File: src/design/htr_consts.svh
/*
  Offsets-free constant set of the humidity/temperature readout: command
  field layout, codes, checksum seeds and timing figures.
  Assumes inclusion by bare name before any module that uses it.
*/
`ifndef HTR_CONSTS_SVH
`define HTR_CONSTS_SVH

// System clock rate in hertz
`define HTR_CLK_HZ        20000000
// Cycles per microsecond and per millisecond, derived from the rate
`define HTR_CYC_PER_US    (`HTR_CLK_HZ / 1000000)
`define HTR_CYC_PER_MS    (`HTR_CLK_HZ / 1000)

// Power-up delay, longest figure, in microseconds
`define HTR_POWER_UP_US   1500
// Longest conversion time per repeatability, in microseconds
`define HTR_CONV_LOW_US   4500
`define HTR_CONV_MED_US   6500
`define HTR_CONV_HIGH_US  15500
// Periodic acquisition period per rate code, in milliseconds
`define HTR_PER_0P5_MS    2000
`define HTR_PER_1_MS      1000
`define HTR_PER_2_MS      500
`define HTR_PER_4_MS      250
`define HTR_PER_10_MS     100

// Default bus address (arbitrary)
`define HTR_DEV_ADDR      7'h45

// Command word layout: class byte, repeatability, rate, checksum
`define HTR_CMD_CLS_HI    15
`define HTR_CMD_CLS_LO    8
`define HTR_CMD_REP_HI    7
`define HTR_CMD_REP_LO    6
`define HTR_CMD_RATE_HI   5
`define HTR_CMD_RATE_LO   3
`define HTR_CMD_CHK_HI    2
`define HTR_CMD_CHK_LO    0
// Command class codes (arbitrary)
`define HTR_CLS_SINGLE    8'hA4
`define HTR_CLS_PERIODIC  8'hB8
`define HTR_CLS_BREAK     8'hC3
// Highest legal repeatability and rate codes
`define HTR_REP_MAX       2'h2
`define HTR_RATE_MAX      3'h4

// Data checksum generator and seed
`define HTR_CRC_POLY      8'h07
`define HTR_CRC_INIT      8'h00

// Bytes in one result readout, last index
`define HTR_LAST_TX_IDX   3'h5
// Last byte index of a write with data and checksum
`define HTR_LAST_WR_BYTE  3'h5

`endif

File: src/design/htr_pkg.sv
/*
  Types of the humidity/temperature readout: bus-side and measurement
  state encodings.
  Assumes nothing of its surroundings.
*/
package htr_pkg;

  // Serial target states
  typedef enum logic [2:0] {
    HTR_B_IDLE,
    HTR_B_RX,
    HTR_B_ACK,
    HTR_B_TX,
    HTR_B_TXACK,
    HTR_B_TXNEXT,
    HTR_B_SKIP
  } htr_bus_e;

  // Measurement engine states
  typedef enum logic [2:0] {
    HTR_M_IDLE,
    HTR_M_CONV,
    HTR_M_PUSH_T,
    HTR_M_PUSH_H,
    HTR_M_WAIT
  } htr_meas_e;

endpackage

File: src/design/htr_readout.sv
/*
  Command and readout logic of a humidity/temperature sensor acting as a
  target on a two-wire serial bus: power-up, command reception with
  checksums, single-shot and periodic acquisition, result readout.
  Assumes scl_in, sda_in and supply_ok are asynchronous pins; temp_sample
  and hum_sample come from the converter on this clock. The pad combines
  sda_out and sda_oe as an open-drain driver.
*/
`include "htr_consts.svh"

module htr_readout #(
  parameter logic [6:0]  DEV_ADDR   = `HTR_DEV_ADDR,
  parameter int unsigned PU_CYC     = `HTR_POWER_UP_US * `HTR_CYC_PER_US,
  parameter int unsigned CONV_L_CYC = `HTR_CONV_LOW_US * `HTR_CYC_PER_US,
  parameter int unsigned CONV_M_CYC = `HTR_CONV_MED_US * `HTR_CYC_PER_US,
  parameter int unsigned CONV_H_CYC = `HTR_CONV_HIGH_US * `HTR_CYC_PER_US,
  parameter int unsigned PER0_CYC   = `HTR_PER_0P5_MS * `HTR_CYC_PER_MS,
  parameter int unsigned PER1_CYC   = `HTR_PER_1_MS * `HTR_CYC_PER_MS,
  parameter int unsigned PER2_CYC   = `HTR_PER_2_MS * `HTR_CYC_PER_MS,
  parameter int unsigned PER3_CYC   = `HTR_PER_4_MS * `HTR_CYC_PER_MS,
  parameter int unsigned PER4_CYC   = `HTR_PER_10_MS * `HTR_CYC_PER_MS,
  parameter int          FIFO_DEPTH = 16
) (
  input  wire logic        clock,
  input  wire logic        rst,
  input  wire logic        scl_in,
  input  wire logic        sda_in,
  input  wire logic        supply_ok,
  input  wire logic [15:0] temp_sample,
  input  wire logic [15:0] hum_sample,
  output logic             sda_out,
  output logic             sda_oe,
  output logic             ready,
  output logic             measuring,
  output logic             periodic_mode,
  output logic             low_power_idle,
  output logic [15:0]      wr_data,
  output logic             wr_valid
);

  localparam int CW = 26;                      // Timing counter width
  localparam int LW = $clog2(FIFO_DEPTH + 1);  // FIFO level width

  // Data word checksum, MSB first
  function automatic logic [7:0] crc8(input logic [15:0] w);
    logic [7:0] c;
    c = `HTR_CRC_INIT;
    for (int i = 15; i >= 0; i--) begin
      c = (c[7] ^ w[i]) ? ({c[6:0], 1'b0} ^ `HTR_CRC_POLY) : {c[6:0], 1'b0};
    end
    return c;
  endfunction

  // Command word check: folded 3-bit checksum and legal fields
  function automatic logic cmd_ok(input logic [15:0] w);
    logic [2:0] c;
    logic [7:0] cls;
    c   = 3'h0;
    cls = w[`HTR_CMD_CLS_HI:`HTR_CMD_CLS_LO];
    for (int i = 0; i < 13; i++) begin
      c[i % 3] = c[i % 3] ^ w[i + 3];
    end
    return (c == w[`HTR_CMD_CHK_HI:`HTR_CMD_CHK_LO])
      && (cls == `HTR_CLS_SINGLE || cls == `HTR_CLS_PERIODIC || cls == `HTR_CLS_BREAK)
      && (w[`HTR_CMD_REP_HI:`HTR_CMD_REP_LO] <= `HTR_REP_MAX)
      && (w[`HTR_CMD_RATE_HI:`HTR_CMD_RATE_LO] <= `HTR_RATE_MAX);
  endfunction

  // Readout byte by index: T hi, T lo, T crc, H hi, H lo, H crc
  function automatic logic [7:0] tx_byte(input logic [2:0] i, input logic [15:0] t,
                                         input logic [15:0] h);
    case (i)
      3'h0:    return t[15:8];
      3'h1:    return t[7:0];
      3'h2:    return crc8(t);
      3'h3:    return h[15:8];
      3'h4:    return h[7:0];
      default: return crc8(h);
    endcase
  endfunction

  // Conversion length by repeatability
  function automatic logic [CW-1:0] conv_lim(input logic [1:0] r);
    case (r)
      2'h0:    return CW'(CONV_L_CYC - 1);
      2'h1:    return CW'(CONV_M_CYC - 1);
      default: return CW'(CONV_H_CYC - 1);
    endcase
  endfunction

  // Acquisition period by rate code
  function automatic logic [CW-1:0] per_lim(input logic [2:0] r);
    case (r)
      3'h0:    return CW'(PER0_CYC - 1);
      3'h1:    return CW'(PER1_CYC - 1);
      3'h2:    return CW'(PER2_CYC - 1);
      3'h3:    return CW'(PER3_CYC - 1);
      default: return CW'(PER4_CYC - 1);
    endcase
  endfunction

  logic [2:0]        pin_s;      // Synchronised {supply, sda, scl}
  logic              scl_s;
  logic              sda_s;
  logic              sup_s;
  logic              scl_d_ff;   // Previous synchronised clock
  logic              sda_d_ff;   // Previous synchronised data
  logic              rise;
  logic              fall;
  logic              start_ev;
  logic              stop_ev;

  htr_sync #(.W(3), .RST_VAL(3'h3)) u_sync (
    .clock (clock),
    .rst   (rst),
    .d     ({supply_ok, sda_in, scl_in}),
    .q     (pin_s)
  );
  assign scl_s = pin_s[0];
  assign sda_s = pin_s[1];
  assign sup_s = pin_s[2];

  // Bus condition detection on synchronised pins
  assign rise     = scl_s & ~scl_d_ff;
  assign fall     = ~scl_s & scl_d_ff;
  assign start_ev = scl_s & scl_d_ff & sda_d_ff & ~sda_s;
  assign stop_ev  = scl_s & scl_d_ff & ~sda_d_ff & sda_s;

  // FIFO ties
  logic              f_in_valid;
  logic              f_in_ready;
  logic [15:0]       f_in_data;
  logic              f_pop;
  logic [15:0]       f_out_data;
  logic [LW-1:0]     f_level;
  logic              room2;      // Space for a whole pair

  // Power-up group
  logic [CW-1:0]     pu_ff;
  logic              ready_ff;
  logic [CW-1:0]     nxt_pu;
  logic              nxt_ready;

  // Power-up timer: idle is reached a full delay after supply is good
  always_comb begin
    nxt_pu    = pu_ff;
    nxt_ready = ready_ff;
    if (!sup_s) begin
      nxt_pu    = '0;
      nxt_ready = 1'b0;
    end else if (!ready_ff) begin
      if (pu_ff == CW'(PU_CYC - 1)) begin
        nxt_ready = 1'b1;
      end else begin
        nxt_pu = pu_ff + 1'b1;
      end
    end
  end

  always_ff @(posedge clock) begin
    if (rst) begin
      pu_ff    <= '0;
      ready_ff <= 1'b0;
    end else begin
      pu_ff    <= nxt_pu;
      ready_ff <= nxt_ready;
    end
  end

  // Bus group
  htr_pkg::htr_bus_e bus_ff, nxt_bus;
  logic [3:0]        bit_ff, nxt_bit;     // Bit count within a byte
  logic [7:0]        sh_ff, nxt_sh;       // Shift register
  logic [2:0]        byte_ff, nxt_byte;   // Byte number in a write
  logic              rd_ff, nxt_rd;       // Transfer is a read
  logic [2:0]        idx_ff, nxt_idx;     // Readout byte index
  logic              oe_ff, nxt_oe;       // Pulls data line low
  logic [15:0]       cmd_ff, nxt_cmd;     // Received command word
  logic [15:0]       wdat_ff, nxt_wdat;   // Written data word
  logic [15:0]       t_ff, nxt_t;         // Temperature being sent
  logic [15:0]       h_ff, nxt_h;         // Humidity being sent
  logic              fetch_ff, nxt_fetch; // Second word pop pending
  logic              go_ff, nxt_go;       // Valid command pulse
  logic              wrv_ff, nxt_wrv;     // Data write accepted pulse
  logic [15:0]       wacc_ff, nxt_wacc;   // Kept data word
  logic              ack;
  logic [7:0]        tx_b;

  assign tx_b = tx_byte(idx_ff, t_ff, h_ff);

  // Target protocol engine
  always_comb begin
    nxt_bus = bus_ff;   nxt_bit = bit_ff;   nxt_sh = sh_ff;   nxt_byte = byte_ff;
    nxt_rd = rd_ff;     nxt_idx = idx_ff;   nxt_oe = oe_ff;   nxt_cmd = cmd_ff;
    nxt_wdat = wdat_ff; nxt_t = t_ff;       nxt_h = h_ff; nxt_wacc = wacc_ff;
    nxt_fetch = 1'b0;   nxt_go = 1'b0;      nxt_wrv = 1'b0;   ack = 1'b0;
    f_pop = 1'b0;
    // Second result word follows one cycle after the first pop
    if (fetch_ff) begin
      f_pop = 1'b1;
      nxt_h = f_out_data;
    end
    if (start_ev) begin
      nxt_bus  = htr_pkg::HTR_B_RX;
      nxt_bit  = 4'h0;
      nxt_byte = 3'h0;
      nxt_oe   = 1'b0;
    end else if (stop_ev) begin
      nxt_bus = htr_pkg::HTR_B_IDLE;
      nxt_oe  = 1'b0;
    end else begin
      case (bus_ff)
        htr_pkg::HTR_B_RX: begin
          if (rise) begin
            nxt_sh  = {sh_ff[6:0], sda_s};
            nxt_bit = bit_ff + 4'h1;
          end else if (fall && bit_ff == 4'h8) begin
            nxt_bit = 4'h0;
            case (byte_ff)
              3'h0: begin
                nxt_rd = sh_ff[0];
                if (sh_ff[7:1] == DEV_ADDR && ready_ff) begin
                  if (!sh_ff[0]) begin
                    ack = 1'b1;
                  end else if (f_level >= LW'(2)) begin
                    ack       = 1'b1;
                    f_pop     = 1'b1;
                    nxt_t     = f_out_data;
                    nxt_fetch = 1'b1;
                    nxt_idx   = 3'h0;
                  end
                end
              end
              3'h1: begin
                nxt_cmd[15:8] = sh_ff;
                ack           = 1'b1;
              end
              3'h2: begin
                nxt_cmd[7:0] = sh_ff;
                ack          = cmd_ok({cmd_ff[15:8], sh_ff});
                nxt_go       = ack;
              end
              3'h3: begin
                nxt_wdat[15:8] = sh_ff;
                ack            = 1'b1;
              end
              3'h4: begin
                nxt_wdat[7:0] = sh_ff;
                ack           = 1'b1;
              end
              `HTR_LAST_WR_BYTE: begin
                ack     = (crc8(wdat_ff) == sh_ff);
                nxt_wrv = ack;
                nxt_wacc = ack ? wdat_ff : wacc_ff;
              end
              default: ack = 1'b0;
            endcase
            nxt_oe  = ack;
            nxt_bus = ack ? htr_pkg::HTR_B_ACK : htr_pkg::HTR_B_SKIP;
          end
        end
        htr_pkg::HTR_B_ACK: begin
          if (fall) begin
            nxt_bit = 4'h0;
            if (rd_ff) begin
              nxt_sh  = tx_b;
              nxt_oe  = ~tx_b[7];
              nxt_bus = htr_pkg::HTR_B_TX;
            end else begin
              nxt_oe   = 1'b0;
              nxt_byte = byte_ff + 3'h1;
              nxt_bus  = htr_pkg::HTR_B_RX;
            end
          end
        end
        htr_pkg::HTR_B_TX: begin
          if (fall) begin
            if (bit_ff == 4'h7) begin
              nxt_oe  = 1'b0;
              nxt_bit = 4'h0;
              nxt_bus = htr_pkg::HTR_B_TXACK;
            end else begin
              nxt_sh  = {sh_ff[6:0], 1'b0};
              nxt_oe  = ~sh_ff[6];
              nxt_bit = bit_ff + 4'h1;
            end
          end
        end
        htr_pkg::HTR_B_TXACK: begin
          if (rise) begin
            if (!sda_s && idx_ff != `HTR_LAST_TX_IDX) begin
              nxt_idx = idx_ff + 3'h1;
              nxt_bus = htr_pkg::HTR_B_TXNEXT;
            end else begin
              nxt_bus = htr_pkg::HTR_B_SKIP;
            end
          end
        end
        htr_pkg::HTR_B_TXNEXT: begin
          if (fall) begin
            nxt_sh  = tx_b;
            nxt_oe  = ~tx_b[7];
            nxt_bus = htr_pkg::HTR_B_TX;
          end
        end
        htr_pkg::HTR_B_IDLE, htr_pkg::HTR_B_SKIP: nxt_oe = 1'b0;
        default: nxt_bus = htr_pkg::HTR_B_IDLE;
      endcase
    end
  end

  always_ff @(posedge clock) begin
    if (rst) begin
      bus_ff <= htr_pkg::HTR_B_IDLE; bit_ff <= 4'h0;  sh_ff <= 8'h00;   byte_ff <= 3'h0;
      rd_ff <= 1'b0;    idx_ff <= 3'h0;   oe_ff <= 1'b0;  cmd_ff <= 16'h0000;
      wdat_ff <= 16'h0000; t_ff <= 16'h0000; h_ff <= 16'h0000; fetch_ff <= 1'b0;
      go_ff <= 1'b0;    wrv_ff <= 1'b0;   scl_d_ff <= 1'b1; sda_d_ff <= 1'b1; wacc_ff <= 16'h0000;
    end else begin
      bus_ff <= nxt_bus;   bit_ff <= nxt_bit;   sh_ff <= nxt_sh;   byte_ff <= nxt_byte;
      rd_ff <= nxt_rd;     idx_ff <= nxt_idx;   oe_ff <= nxt_oe;   cmd_ff <= nxt_cmd;
      wdat_ff <= nxt_wdat; t_ff <= nxt_t;       h_ff <= nxt_h;     fetch_ff <= nxt_fetch;
      go_ff <= nxt_go;     wrv_ff <= nxt_wrv;   scl_d_ff <= scl_s; sda_d_ff <= sda_s;
      wacc_ff <= nxt_wacc;
    end
  end

  // Measurement group
  htr_pkg::htr_meas_e m_ff, nxt_m;
  logic [CW-1:0]     conv_ff, nxt_conv;   // Conversion timer
  logic [CW-1:0]     per_ff, nxt_per;     // Period timer
  logic [1:0]        rep_ff, nxt_rep;     // Repeatability
  logic [2:0]        rate_ff, nxt_rate;   // Periodic rate code
  logic              pmode_ff, nxt_pmode; // Periodic mode active
  logic [7:0]        cls;

  assign cls        = cmd_ff[`HTR_CMD_CLS_HI:`HTR_CMD_CLS_LO];
  assign room2      = (f_level <= LW'(FIFO_DEPTH - 2));
  assign f_in_valid = (m_ff == htr_pkg::HTR_M_PUSH_T && room2 && !go_ff)
                   || (m_ff == htr_pkg::HTR_M_PUSH_H);
  assign f_in_data  = (m_ff == htr_pkg::HTR_M_PUSH_T) ? temp_sample : hum_sample;

  // Acquisition sequencer
  always_comb begin
    nxt_m = m_ff;  nxt_conv = conv_ff;  nxt_rep = rep_ff;  nxt_rate = rate_ff;
    nxt_pmode = pmode_ff;
    nxt_per = (pmode_ff && per_ff != '1) ? per_ff + 1'b1 : per_ff;
    if (!ready_ff) begin
      nxt_m     = htr_pkg::HTR_M_IDLE;
      nxt_pmode = 1'b0;
    end else if (go_ff) begin
      nxt_conv = '0;
      nxt_per  = '0;
      nxt_rep  = cmd_ff[`HTR_CMD_REP_HI:`HTR_CMD_REP_LO];
      nxt_rate = cmd_ff[`HTR_CMD_RATE_HI:`HTR_CMD_RATE_LO];
      if (cls == `HTR_CLS_BREAK) begin
        nxt_m     = htr_pkg::HTR_M_IDLE;
        nxt_pmode = 1'b0;
      end else begin
        nxt_m     = htr_pkg::HTR_M_CONV;
        nxt_pmode = (cls == `HTR_CLS_PERIODIC);
      end
    end else begin
      case (m_ff)
        htr_pkg::HTR_M_IDLE: nxt_m = htr_pkg::HTR_M_IDLE;
        htr_pkg::HTR_M_CONV: begin
          nxt_conv = conv_ff + 1'b1;
          if (conv_ff == conv_lim(rep_ff)) begin
            nxt_m = htr_pkg::HTR_M_PUSH_T;
          end
        end
        htr_pkg::HTR_M_PUSH_T: begin
          if (room2) begin
            nxt_m = htr_pkg::HTR_M_PUSH_H;
          end
        end
        htr_pkg::HTR_M_PUSH_H: begin
          nxt_m = pmode_ff ? htr_pkg::HTR_M_WAIT : htr_pkg::HTR_M_IDLE;
        end
        htr_pkg::HTR_M_WAIT: begin
          if (per_ff >= per_lim(rate_ff)) begin
            nxt_conv = '0;
            nxt_per  = '0;
            nxt_m    = htr_pkg::HTR_M_CONV;
          end
        end
        default: nxt_m = htr_pkg::HTR_M_IDLE;
      endcase
    end
  end

  always_ff @(posedge clock) begin
    if (rst) begin
      m_ff <= htr_pkg::HTR_M_IDLE; conv_ff <= '0; per_ff <= '0;
      rep_ff <= 2'h0; rate_ff <= 3'h0; pmode_ff <= 1'b0;
    end else begin
      m_ff <= nxt_m; conv_ff <= nxt_conv; per_ff <= nxt_per;
      rep_ff <= nxt_rep; rate_ff <= nxt_rate; pmode_ff <= nxt_pmode;
    end
  end

  htr_fifo #(.WIDTH(16), .DEPTH(FIFO_DEPTH)) u_fifo (
    .clock     (clock),
    .rst       (rst),
    .in_valid  (f_in_valid),
    .in_ready  (f_in_ready),
    .in_data   (f_in_data),
    .out_valid (),
    .out_ready (f_pop),
    .out_data  (f_out_data),
    .level     (f_level)
  );

  // Status outputs
  logic meas_ff;
  logic lp_ff;
  logic nxt_meas;
  logic nxt_lp;

  // Busy and self-entered low-energy idle
  always_comb begin
    nxt_meas = (m_ff == htr_pkg::HTR_M_CONV) || (m_ff == htr_pkg::HTR_M_PUSH_T)
            || (m_ff == htr_pkg::HTR_M_PUSH_H);
    nxt_lp   = ready_ff && !nxt_meas && f_in_ready
            && (bus_ff == htr_pkg::HTR_B_IDLE);
  end

  always_ff @(posedge clock) begin
    if (rst) begin
      meas_ff <= 1'b0;
      lp_ff   <= 1'b0;
      sda_out <= 1'b0;
    end else begin
      meas_ff <= nxt_meas;
      lp_ff   <= nxt_lp;
      sda_out <= 1'b0;
    end
  end

  assign sda_oe         = oe_ff;
  assign ready          = ready_ff;
  assign measuring      = meas_ff;
  assign periodic_mode  = pmode_ff;
  assign low_power_idle = lp_ff;
  assign wr_data        = wacc_ff;
  assign wr_valid       = wrv_ff;

endmodule

File: src/design/htr_sync.sv
/*
  Two-flop synchroniser for a group of asynchronous levels.
  Assumes one clock; the output is the second flop only.
*/
module htr_sync #(
  parameter int          W       = 1,
  parameter logic [W-1:0] RST_VAL = '0
) (
  input  wire logic         clock,
  input  wire logic         rst,
  input  wire logic [W-1:0] d,
  output logic      [W-1:0] q
);

  logic [W-1:0] meta_ff;  // First stage, read only by the second
  logic [W-1:0] q_ff;     // Second stage

  // Two registers in series
  always_ff @(posedge clock) begin
    if (rst) begin
      meta_ff <= RST_VAL;
      q_ff    <= RST_VAL;
    end else begin
      meta_ff <= d;
      q_ff    <= meta_ff;
    end
  end

  assign q = q_ff;

endmodule

File: src/design/htr_fifo.sv
/*
  Result word FIFO with registered read data, valid/ready on both sides.
  Assumes one clock and synchronous active-high reset.
*/
module htr_fifo #(
  parameter int WIDTH = 16,
  parameter int DEPTH = 16,
  parameter int AW    = $clog2(DEPTH),
  parameter int LW    = $clog2(DEPTH + 1)
) (
  input  wire logic             clock,
  input  wire logic             rst,
  input  wire logic             in_valid,
  output logic                  in_ready,
  input  wire logic [WIDTH-1:0] in_data,
  output logic                  out_valid,
  input  wire logic             out_ready,
  output logic      [WIDTH-1:0] out_data,
  output logic      [LW-1:0]    level
);

  logic [WIDTH-1:0] mem [DEPTH];  // Storage array
  logic [AW-1:0]    wr_ff;        // Write pointer
  logic [AW-1:0]    rd_ff;        // Read pointer
  logic [LW-1:0]    cnt_ff;       // Words held
  logic [WIDTH-1:0] dout_ff;      // Registered head word
  logic [AW-1:0]    nxt_wr;
  logic [AW-1:0]    nxt_rd;
  logic [LW-1:0]    nxt_cnt;
  logic             wr_en;
  logic             rd_en;

  assign in_ready  = (cnt_ff != LW'(DEPTH));
  assign out_valid = (cnt_ff != '0);
  assign out_data  = dout_ff;
  assign level     = cnt_ff;

  // Pointer and level update
  always_comb begin
    wr_en   = in_valid & in_ready;
    rd_en   = out_ready & out_valid;
    nxt_wr  = wr_en ? AW'((wr_ff + 1'b1) % DEPTH) : wr_ff;
    nxt_rd  = rd_en ? AW'((rd_ff + 1'b1) % DEPTH) : rd_ff;
    nxt_cnt = cnt_ff + LW'(wr_en) - LW'(rd_en);
  end

  // Registers; head word bypasses a write to the new head slot
  always_ff @(posedge clock) begin
    if (rst) begin
      wr_ff   <= '0;
      rd_ff   <= '0;
      cnt_ff  <= '0;
      dout_ff <= '0;
    end else begin
      wr_ff   <= nxt_wr;
      rd_ff   <= nxt_rd;
      cnt_ff  <= nxt_cnt;
      dout_ff <= (wr_en && wr_ff == nxt_rd) ? in_data : mem[nxt_rd];
      if (wr_en) begin
        mem[wr_ff] <= in_data;
      end
    end
  end

endmodule

File: config.mk
export PLATFORM = sky130hd
export DESIGN_NAME = htr_readout
export DESIGN_NICKNAME = d
export VERILOG_FILES = /design/src/design/htr_pkg.sv /design/src/design/htr_readout.sv /design/src/design/htr_sync.sv /design/src/design/htr_fifo.sv
export VERILOG_INCLUDE_DIRS = /design/src /design/src/design
export SDC_FILE = /design/constraint.sdc
export NUM_CORES = 1
export LEC_CHECK = 0
export ABC_CLOCK_PERIOD_IN_PS = 3500
export BUFFER_PORTS_ARGS = -buffer_cell sky130_fd_sc_hd__buf_2
export CORE_MARGIN = 1.5
export CORE_UTILIZATION = 40
export CTS_BUF_LIST = sky130_fd_sc_hd__clkbuf_8
export DETAILED_ROUTE_END_ITERATION = 16
export PLACE_DENSITY = 0.56
export REMOVE_ABC_BUFFERS = 1
export SYNTH_ARGS = -nofsm -noshare
export SYNTH_HDL_FRONTEND = slang
export SYNTH_SLANG_ARGS = --single-unit
export TNS_END_PERCENT = 1
File: constraint.sdc
create_clock -name clock -period 3.5 [get_ports clock]
set_clock_uncertainty 0.1 [all_clocks]
set_input_delay 0.7 -clock clock [delete_from_list [all_inputs] [get_ports clock]]
set_output_delay 0.7 -clock clock [all_outputs]
set_load 0.005 [all_outputs]
==> results.tsv, run 1 <==
metric	value	unit
routed len/inst	20.2	µm
die area	65200	µm²
crit path cell chain	buf_4, nor4bb_4, buf_4, o311a_4, a21oi_4, buf_12, buf_4, o21ai_0, a31oi_1, o211ai_1, a22oi_1, buf_4, a311oi_2	
first-pass GRT wire length	110	mm
top cells by area, synth	edfxtp_1 (30%), dfxtp_1 (18%), mux2i_1 (7.5%)	
initial antenna violation count	1	
Async S/R FF share, synth	0	%
CTS Root Cell	clkbuf_8	
crit-path max cell delay	0.43	ns
CP delay by family, top	compound AO/OA/AOI/OAI gates	
Slowest-stage cell, CP	dfxtp_1	
worst r2r dst	u_fifo.out_data[1]	
total track usage	21.0	%
register area share after synthesis	48.2	%
commonest non-fill, non-tap cell in the layout	edfxtp_1	
maximum clock frequency	298	MHz
Yosys reg bits	486	
CP bufs+invs	5	
I/O pins	60	
largest net degree at the start of global routing	107	
1st-pass router iterations	6	
vias in the first global route	19600	
Clock Latency Late Sink	0.70	ns
Fill cells	6007	
antenna-violating nets left	0	
largest family of logic cells by synthesized area	simple AND/OR/NAND/NOR gates	
drt total wl	70.7	mm
Sinks on Clock Net	486	
ratio of cells with drive above 1 in the final layout	13.9	%
setup TNS	0	ns
Post-synth EDFFs	256	
share of the synthesized area in the top cell type	30.2	%
CP Data Arrival Time	3.86	ns
fin crit period	3.36	ns
Horiz. Die Dim	255	µm
hold_buf cts	0	
Critical Path Source Type	register	
Final Hold Violating Endpoints	0	
complex-gate fraction of the synthesized area	12.2	%
dpl ws	0.0617	ns
hold wc startpoint	scl_in	
Remaining DRCs	0	
final clock period utilization by the worst path	96.0	%
vias	20000	
Worst Hold Class	in -> reg	
Critical Path End Type	register	
Mean Syn Cell Area	10.2	µm²
min setup slack post-route	0.140	ns
Post-DP HPWL	44.6	mm
core area	63100	µm²
final setup fails	0	
status	completed	
YS warnings	0	
R2R setup slack	0.14	ns
Worst EP required	4.00	ns
CTS max path bufs	3	
WS Path Type	reg -> reg	
worst slew pin tran	1.05	ns
DRT iter0 DRCs	1655	
initial core utilization	40.4	%
most frequent cells in the layout	edfxtp_1 (256), dfxtp_1 (228), nor2_1 (213), nand2_1 (201), mux2i_1 (190)	
area leader, netlist	edfxtp_1	
depth of the most critical reg-to-reg path	13	
cell area after synthesis	25500	µm²
htree depth	3	
PwrDens	415	nW/µm²
nets@finish	2666	
# rows	92	
Crit path top cell by count	buf_4	
mux cell area share after synthesis	8.96	%
Syn Inst Count	2509	
GPL Wtd Cong	0.867	
Hold Crit Depth	2	
CTS tree	yes	
worst ir drop on vdd	380	µV
total grt overflow	0	
Synth Area in XOR/XNOR	6.24	%
Max Cap Violations	0	
CTS Buf Count	88	
# port buffers	58	
Synth cell types	98	
Slew Viols, Final	0	
Area Overhead vs Synth	13.4	%
Die Height	255	µm
Post-Synth Adder-Cell Area	2.63	%
Hold Path End	u_sync.meta_ff[0]	
CTS clock-pin slew for the worst setup and hold paths	0.06	ns
Max-slew headroom	30.2	%
worst-path maximum fanout	8	
Simple-Gate Fraction of Synth Area	18.0	%
vias per cell	5.73	
Leakage Power	9.53	nW
reg2reg start	u_fifo.level[1]	
ys flop type	edfxtp_1	
[flip-flops by register name (all words and copies together) (netlist names), 13 cells and up]
signal and cells:
pu_ff 26, u_fifo.out_data 16, h_ff 16, per_ff 26
cmd_ff 13, conv_ff 26, u_fifo.mem 256, wdat_ff 16
t_ff 16, wr_data 16
[worst max-delay path by stage]
stage               startpoint  slack [ns]             endpoint  depth (start not counted)
4_1_cts        u_fifo.level[2]        0.04  u_fifo.out_data[13]                         12
2_1_floorplan  u_fifo.level[2]       -3.30  u_fifo.out_data[10]                          9
3_5_place_dp   u_fifo.level[1]        0.06      u_fifo.level[4]                         17
5_1_grt              bit_ff[0]      -0.006  u_fifo.out_data[13]                         13
6_report       u_fifo.level[1]        0.14   u_fifo.out_data[1]                         13
3_3_place_gp   u_fifo.level[1]        0.09      u_fifo.level[4]                         17
[stage by stage]
step	hold slack (ns)	std cells	util, %	cell area (µm²)	power, mW
2_1_floorplan	0.289	2336	-	24800	6.59
3_3_place_gp	0.310	3327	42.9	27100	6.84
3_5_place_dp	0.301	3327	42.9	27100	6.85
4_1_cts	0.0781	3489	45.7	28800	12.1
5_1_grt	0.0955	3496	45.8	28900	12.4
6_report	0.120	3496	45.8	28900	12.0
[kinds of logic after synthesis]
family,count (synthesis)
XOR/XNOR,154
AO/OA/AOI/OAI,464
AND/OR/NAND/NOR,902
buffers and inverters,230
flip-flops,486
adder cells (fa/ha/maj),53
other,1
multiplexers,219
[what timing repair did]
item | CTS | global route
resized for setup | 0 | 13
setup buffers | 0 | 4
setup endpoints to repair | 0 | 50
[per-layer routing]
metal | GRT usage (%) | vias to the layer above | part of all wire [%]
met1 | 27.0 | 9742 | 43
met5 | 0 | - | 0
met4 | 9.18 | 0 | 3.4
li1 | - | 9441 | -
met3 | 3.04 | 170 | 5.3
met2 | 35.2 | 675 | 48
[report_power, final]
group | switching, mW | internal (mW)
Sequential | 0.0471 | 6.02
Clock | 2.45 | 2.79
Combinational | 0.433 | 0.243
Total | 2.93 | 9.06
[cells in the mapped netlist, drive strengths merged (5+ instances only)]
| cell type | count |
|---|---|
| edfxtp | 256 |
| a32oi | 6 |
| a31oi | 55 |
| nor4b | 8 |
| nor4 | 11 |
| a311oi | 18 |
| o211ai | 35 |
| o21ai | 97 |
| o2111ai | 20 |
| or2 | 11 |
| a21oi | 128 |
| xnor2 | 95 |
| inv | 56 |
| xnor3 | 16 |
| and3 | 11 |
| a221oi | 5 |
| mux2 | 24 |
| and4 | 10 |
| nor3 | 67 |
| clkbuf | 130 |
| o22ai | 7 |
| dfxtp | 230 |
| nand3 | 131 |
| nand2 | 203 |
| o21a | 5 |
| mux4 | 5 |
| nand4 | 51 |
| xor2 | 43 |
| a21o | 5 |
| buf | 43 |
| or3 | 52 |
| nor2 | 217 |
| mux2i | 190 |
| o221ai | 7 |
| a22oi | 19 |
| nor2b | 15 |
| and2 | 7 |
| o31ai | 19 |
| nand4b | 28 |
| ha | 52 |
| a222oi | 6 |
| or4 | 21 |
| nand2b | 41 |
[layout make-up]
class / instances / area [µm²] / share of cell area (%)
Sequential cell: 486 / 12300 / 42.5
Tap cell: 846 / 1060 / 3.66
Clock inverter: 58 / 310 / 1.07
Clock buffer: 104 / 1430 / 4.95
Timing Repair Buffer: 150 / 1220 / 4.22
Inverter: 57 / 216 / 0.749
Multi-Input combinational cell: 1793 / 12400 / 42.8
Antenna cell: 2 / 5.00 / 0.0173
(Power assumes the default switching activity.)
==> inputs of run 2 (changes only) <==
Settings changed: SYNTH_HIERARCHICAL set to 1.
==> results.tsv, run 2 <==
metric	value	unit
status	completed	
Biggest register	u_fifo/mem	
die area	63600	µm²
area leader, netlist	edfxtp_1	
Hold Crit Depth	2	
share of the synthesized area in the top cell type	30.9	%
Horiz. Die Dim	252	µm
synth cell count leaders	edfxtp_1 (256), nor2_1 (233), dfxtp_1 (230), mux2i_1 (170), a221oi_1 (146)	
most frequent cells in the layout	edfxtp_1 (256), dfxtp_1 (228), nor2_1 (227), mux2i_1 (170), a221oi_1 (139)	
nets@finish	2528	
top cells by area, synth	edfxtp_1 (31%), dfxtp_1 (19%), mux2i_1 (6.8%)	
ys flop type	edfxtp_1	
drt total wl	67.5	mm
CTS tree	yes	
maximum clock frequency	297	MHz
YS warnings	6	
Post-DP HPWL	45.0	mm
Critical Path Source Type	register	
DRT iter0 DRCs	1462	
PwrDens	403	nW/µm²
CTS max path bufs	3	
Syn Inst Count	2313	
Area Overhead vs Synth	16.0	%
Sinks on Clock Net	486	
Yosys reg bits	486	
# port buffers	58	
cell area after synthesis	24900	µm²
antenna-violating nets left	0	
vias per cell	5.73	
register area share after synthesis	49.5	%
WS Path Type	reg -> reg	
first-pass GRT wire length	106	mm
worst-path maximum fanout	38	
initial antenna violation count	1	
I/O pins	60	
R2R setup slack	0.14	ns
depth of the most critical reg-to-reg path	14	
Post-synth EDFFs	256	
1st-pass router iterations	6	
Worst Hold Class	in -> reg	
max reg flops	256	
hold wc startpoint	scl_in	
largest net degree at the start of global routing	98	
Die Height	252	µm
RSZ-0062 raised after global routing	true	
Remaining DRCs	0	
total track usage	21.1	%
Synth cell types	98	
Critical Path End Type	register	
CTS clock-pin slew for the worst setup and hold paths	0.06	ns
total power	11.6	mW
GPL Wtd Cong	0.888	
hold slack	0.107	ns
vias	19200	
total grt overflow	0	
worst slew pin tran	0.784	ns
ratio of cells with drive above 1 in the final layout	17.7	%
# rows	91	
min setup slack post-route	0.136	ns
CTS Buf Count	88	
final instance area	28800	µm²
reg2reg start	ready	
Fill cells	5690	
core area	61600	µm²
Clock Latency Late Sink	0.70	ns
Max Cap Violations	0	
Mean Syn Cell Area	10.7	µm²
htree depth	3	
Hold Path End	u_sync/meta_ff[0]	
commonest non-fill, non-tap cell in the layout	edfxtp_1	
final std cells w/o fill	3353	
Layout Utilization	46.8	%
Max-slew headroom	47.4	%
Worst EP required	3.96	ns
count leader, synth	edfxtp_1	
worst ir drop on vdd	250	µV
DP Cell Count	3187	
final setup fails	0	
worst r2r dst	u_fifo/out_data[8]	
routed len/inst	20.1	µm
Leakage Power	9.91	nW
setup TNS	0	ns
Critical Path Source	ready	
CP Data Arrival Time	3.82	ns
Slew Viols, Final	0	
fin crit period	3.36	ns
vias in the first global route	19100	
dpl ws	-0.285	ns
CTS Root Cell	clkbuf_8	
placed inst area	26900	µm²
initial core utilization	40.3	%
Async S/R FF share, synth	0	%
final clock period utilization by the worst path	96.1	%
Final Hold Violating Endpoints	0	
-- run 2: cell families after synthesis --
group / synth area share, %
adders and majority gates: 2.45
and+or+nand+nor: 12.5
buffers and inverters: 3.84
DFF: 49.5
muxes: 8.13
other: 0.0151
xor gates and xnor gates: 6.71
AOI/OAI and AO/OA: 16.9
-- run 2: routing by layer --
layer | part of all wire, % | GRT usage, % | vias up
li1 | - | - | 9067
met1 | 44 | 26.8 | 9454
met2 | 48 | 35.4 | 541
met3 | 4.8 | 3.77 | 143
met4 | 3.8 | 9.05 | 0
met5 | 0 | 0 | -
-- run 2: cell type report --
class | instances | area [µm²] | share of cell area, %
Multi-Input combinational cell | 1603 | 11800 | 40.8
Clock inverter | 62 | 402 | 1.39
Inverter | 55 | 206 | 0.716
Antenna cell | 1 | 2.50 | 0.00868
Clock buffer | 100 | 1380 | 4.77
Tap cell | 837 | 1050 | 3.63
Sequential cell | 486 | 12300 | 42.6
Timing Repair Buffer | 209 | 1730 | 6.00
-- run 2: worst max-delay path by stage --
stage	to	slack, ns	depth (start not counted)
global placement	u_fifo/out_data[8]	-0.26	16
CTS	conv_ff[25]	0.03	16
detailed placement	u_fifo/out_data[8]	-0.28	16
floorplan	u_fifo/out_data[5]	-6.36	5
global route	u_fifo/level[4]	-0.02	21
finish	u_fifo/out_data[8]	0.14	14
-- run 2: worst max-delay path, cell delays in order, from the launching register on --
cell      delay (ns)
dfxtp_1         0.34
or4bb_4         0.54
nor2_1          0.12
nand3_1         0.11
nor2_2          0.18
nand3_2         0.13
nand2b_4        0.13
buf_4           0.11
buf_4           0.11
a21oi_4         0.07
buf_12          0.18
a221oi_1        0.33
o21ai_1         0.12
a222oi_1        0.46
a311oi_2        0.16
-- run 2: where the power goes --
group | internal (mW) | switching (mW)
clock network | 2.93 | 2.47
logic | 0.0548 | 0.139
registers | 6.00 | 0.0115
-- run 2: repair_timing --
item,CTS,global route
endpoints found under the setup margin,33,32
pin swaps,1,5
gates resized for setup,16,15
hold buffers,0,0
hold endpoints to repair,0,0
cloned,0,0
setup buffers,0,3
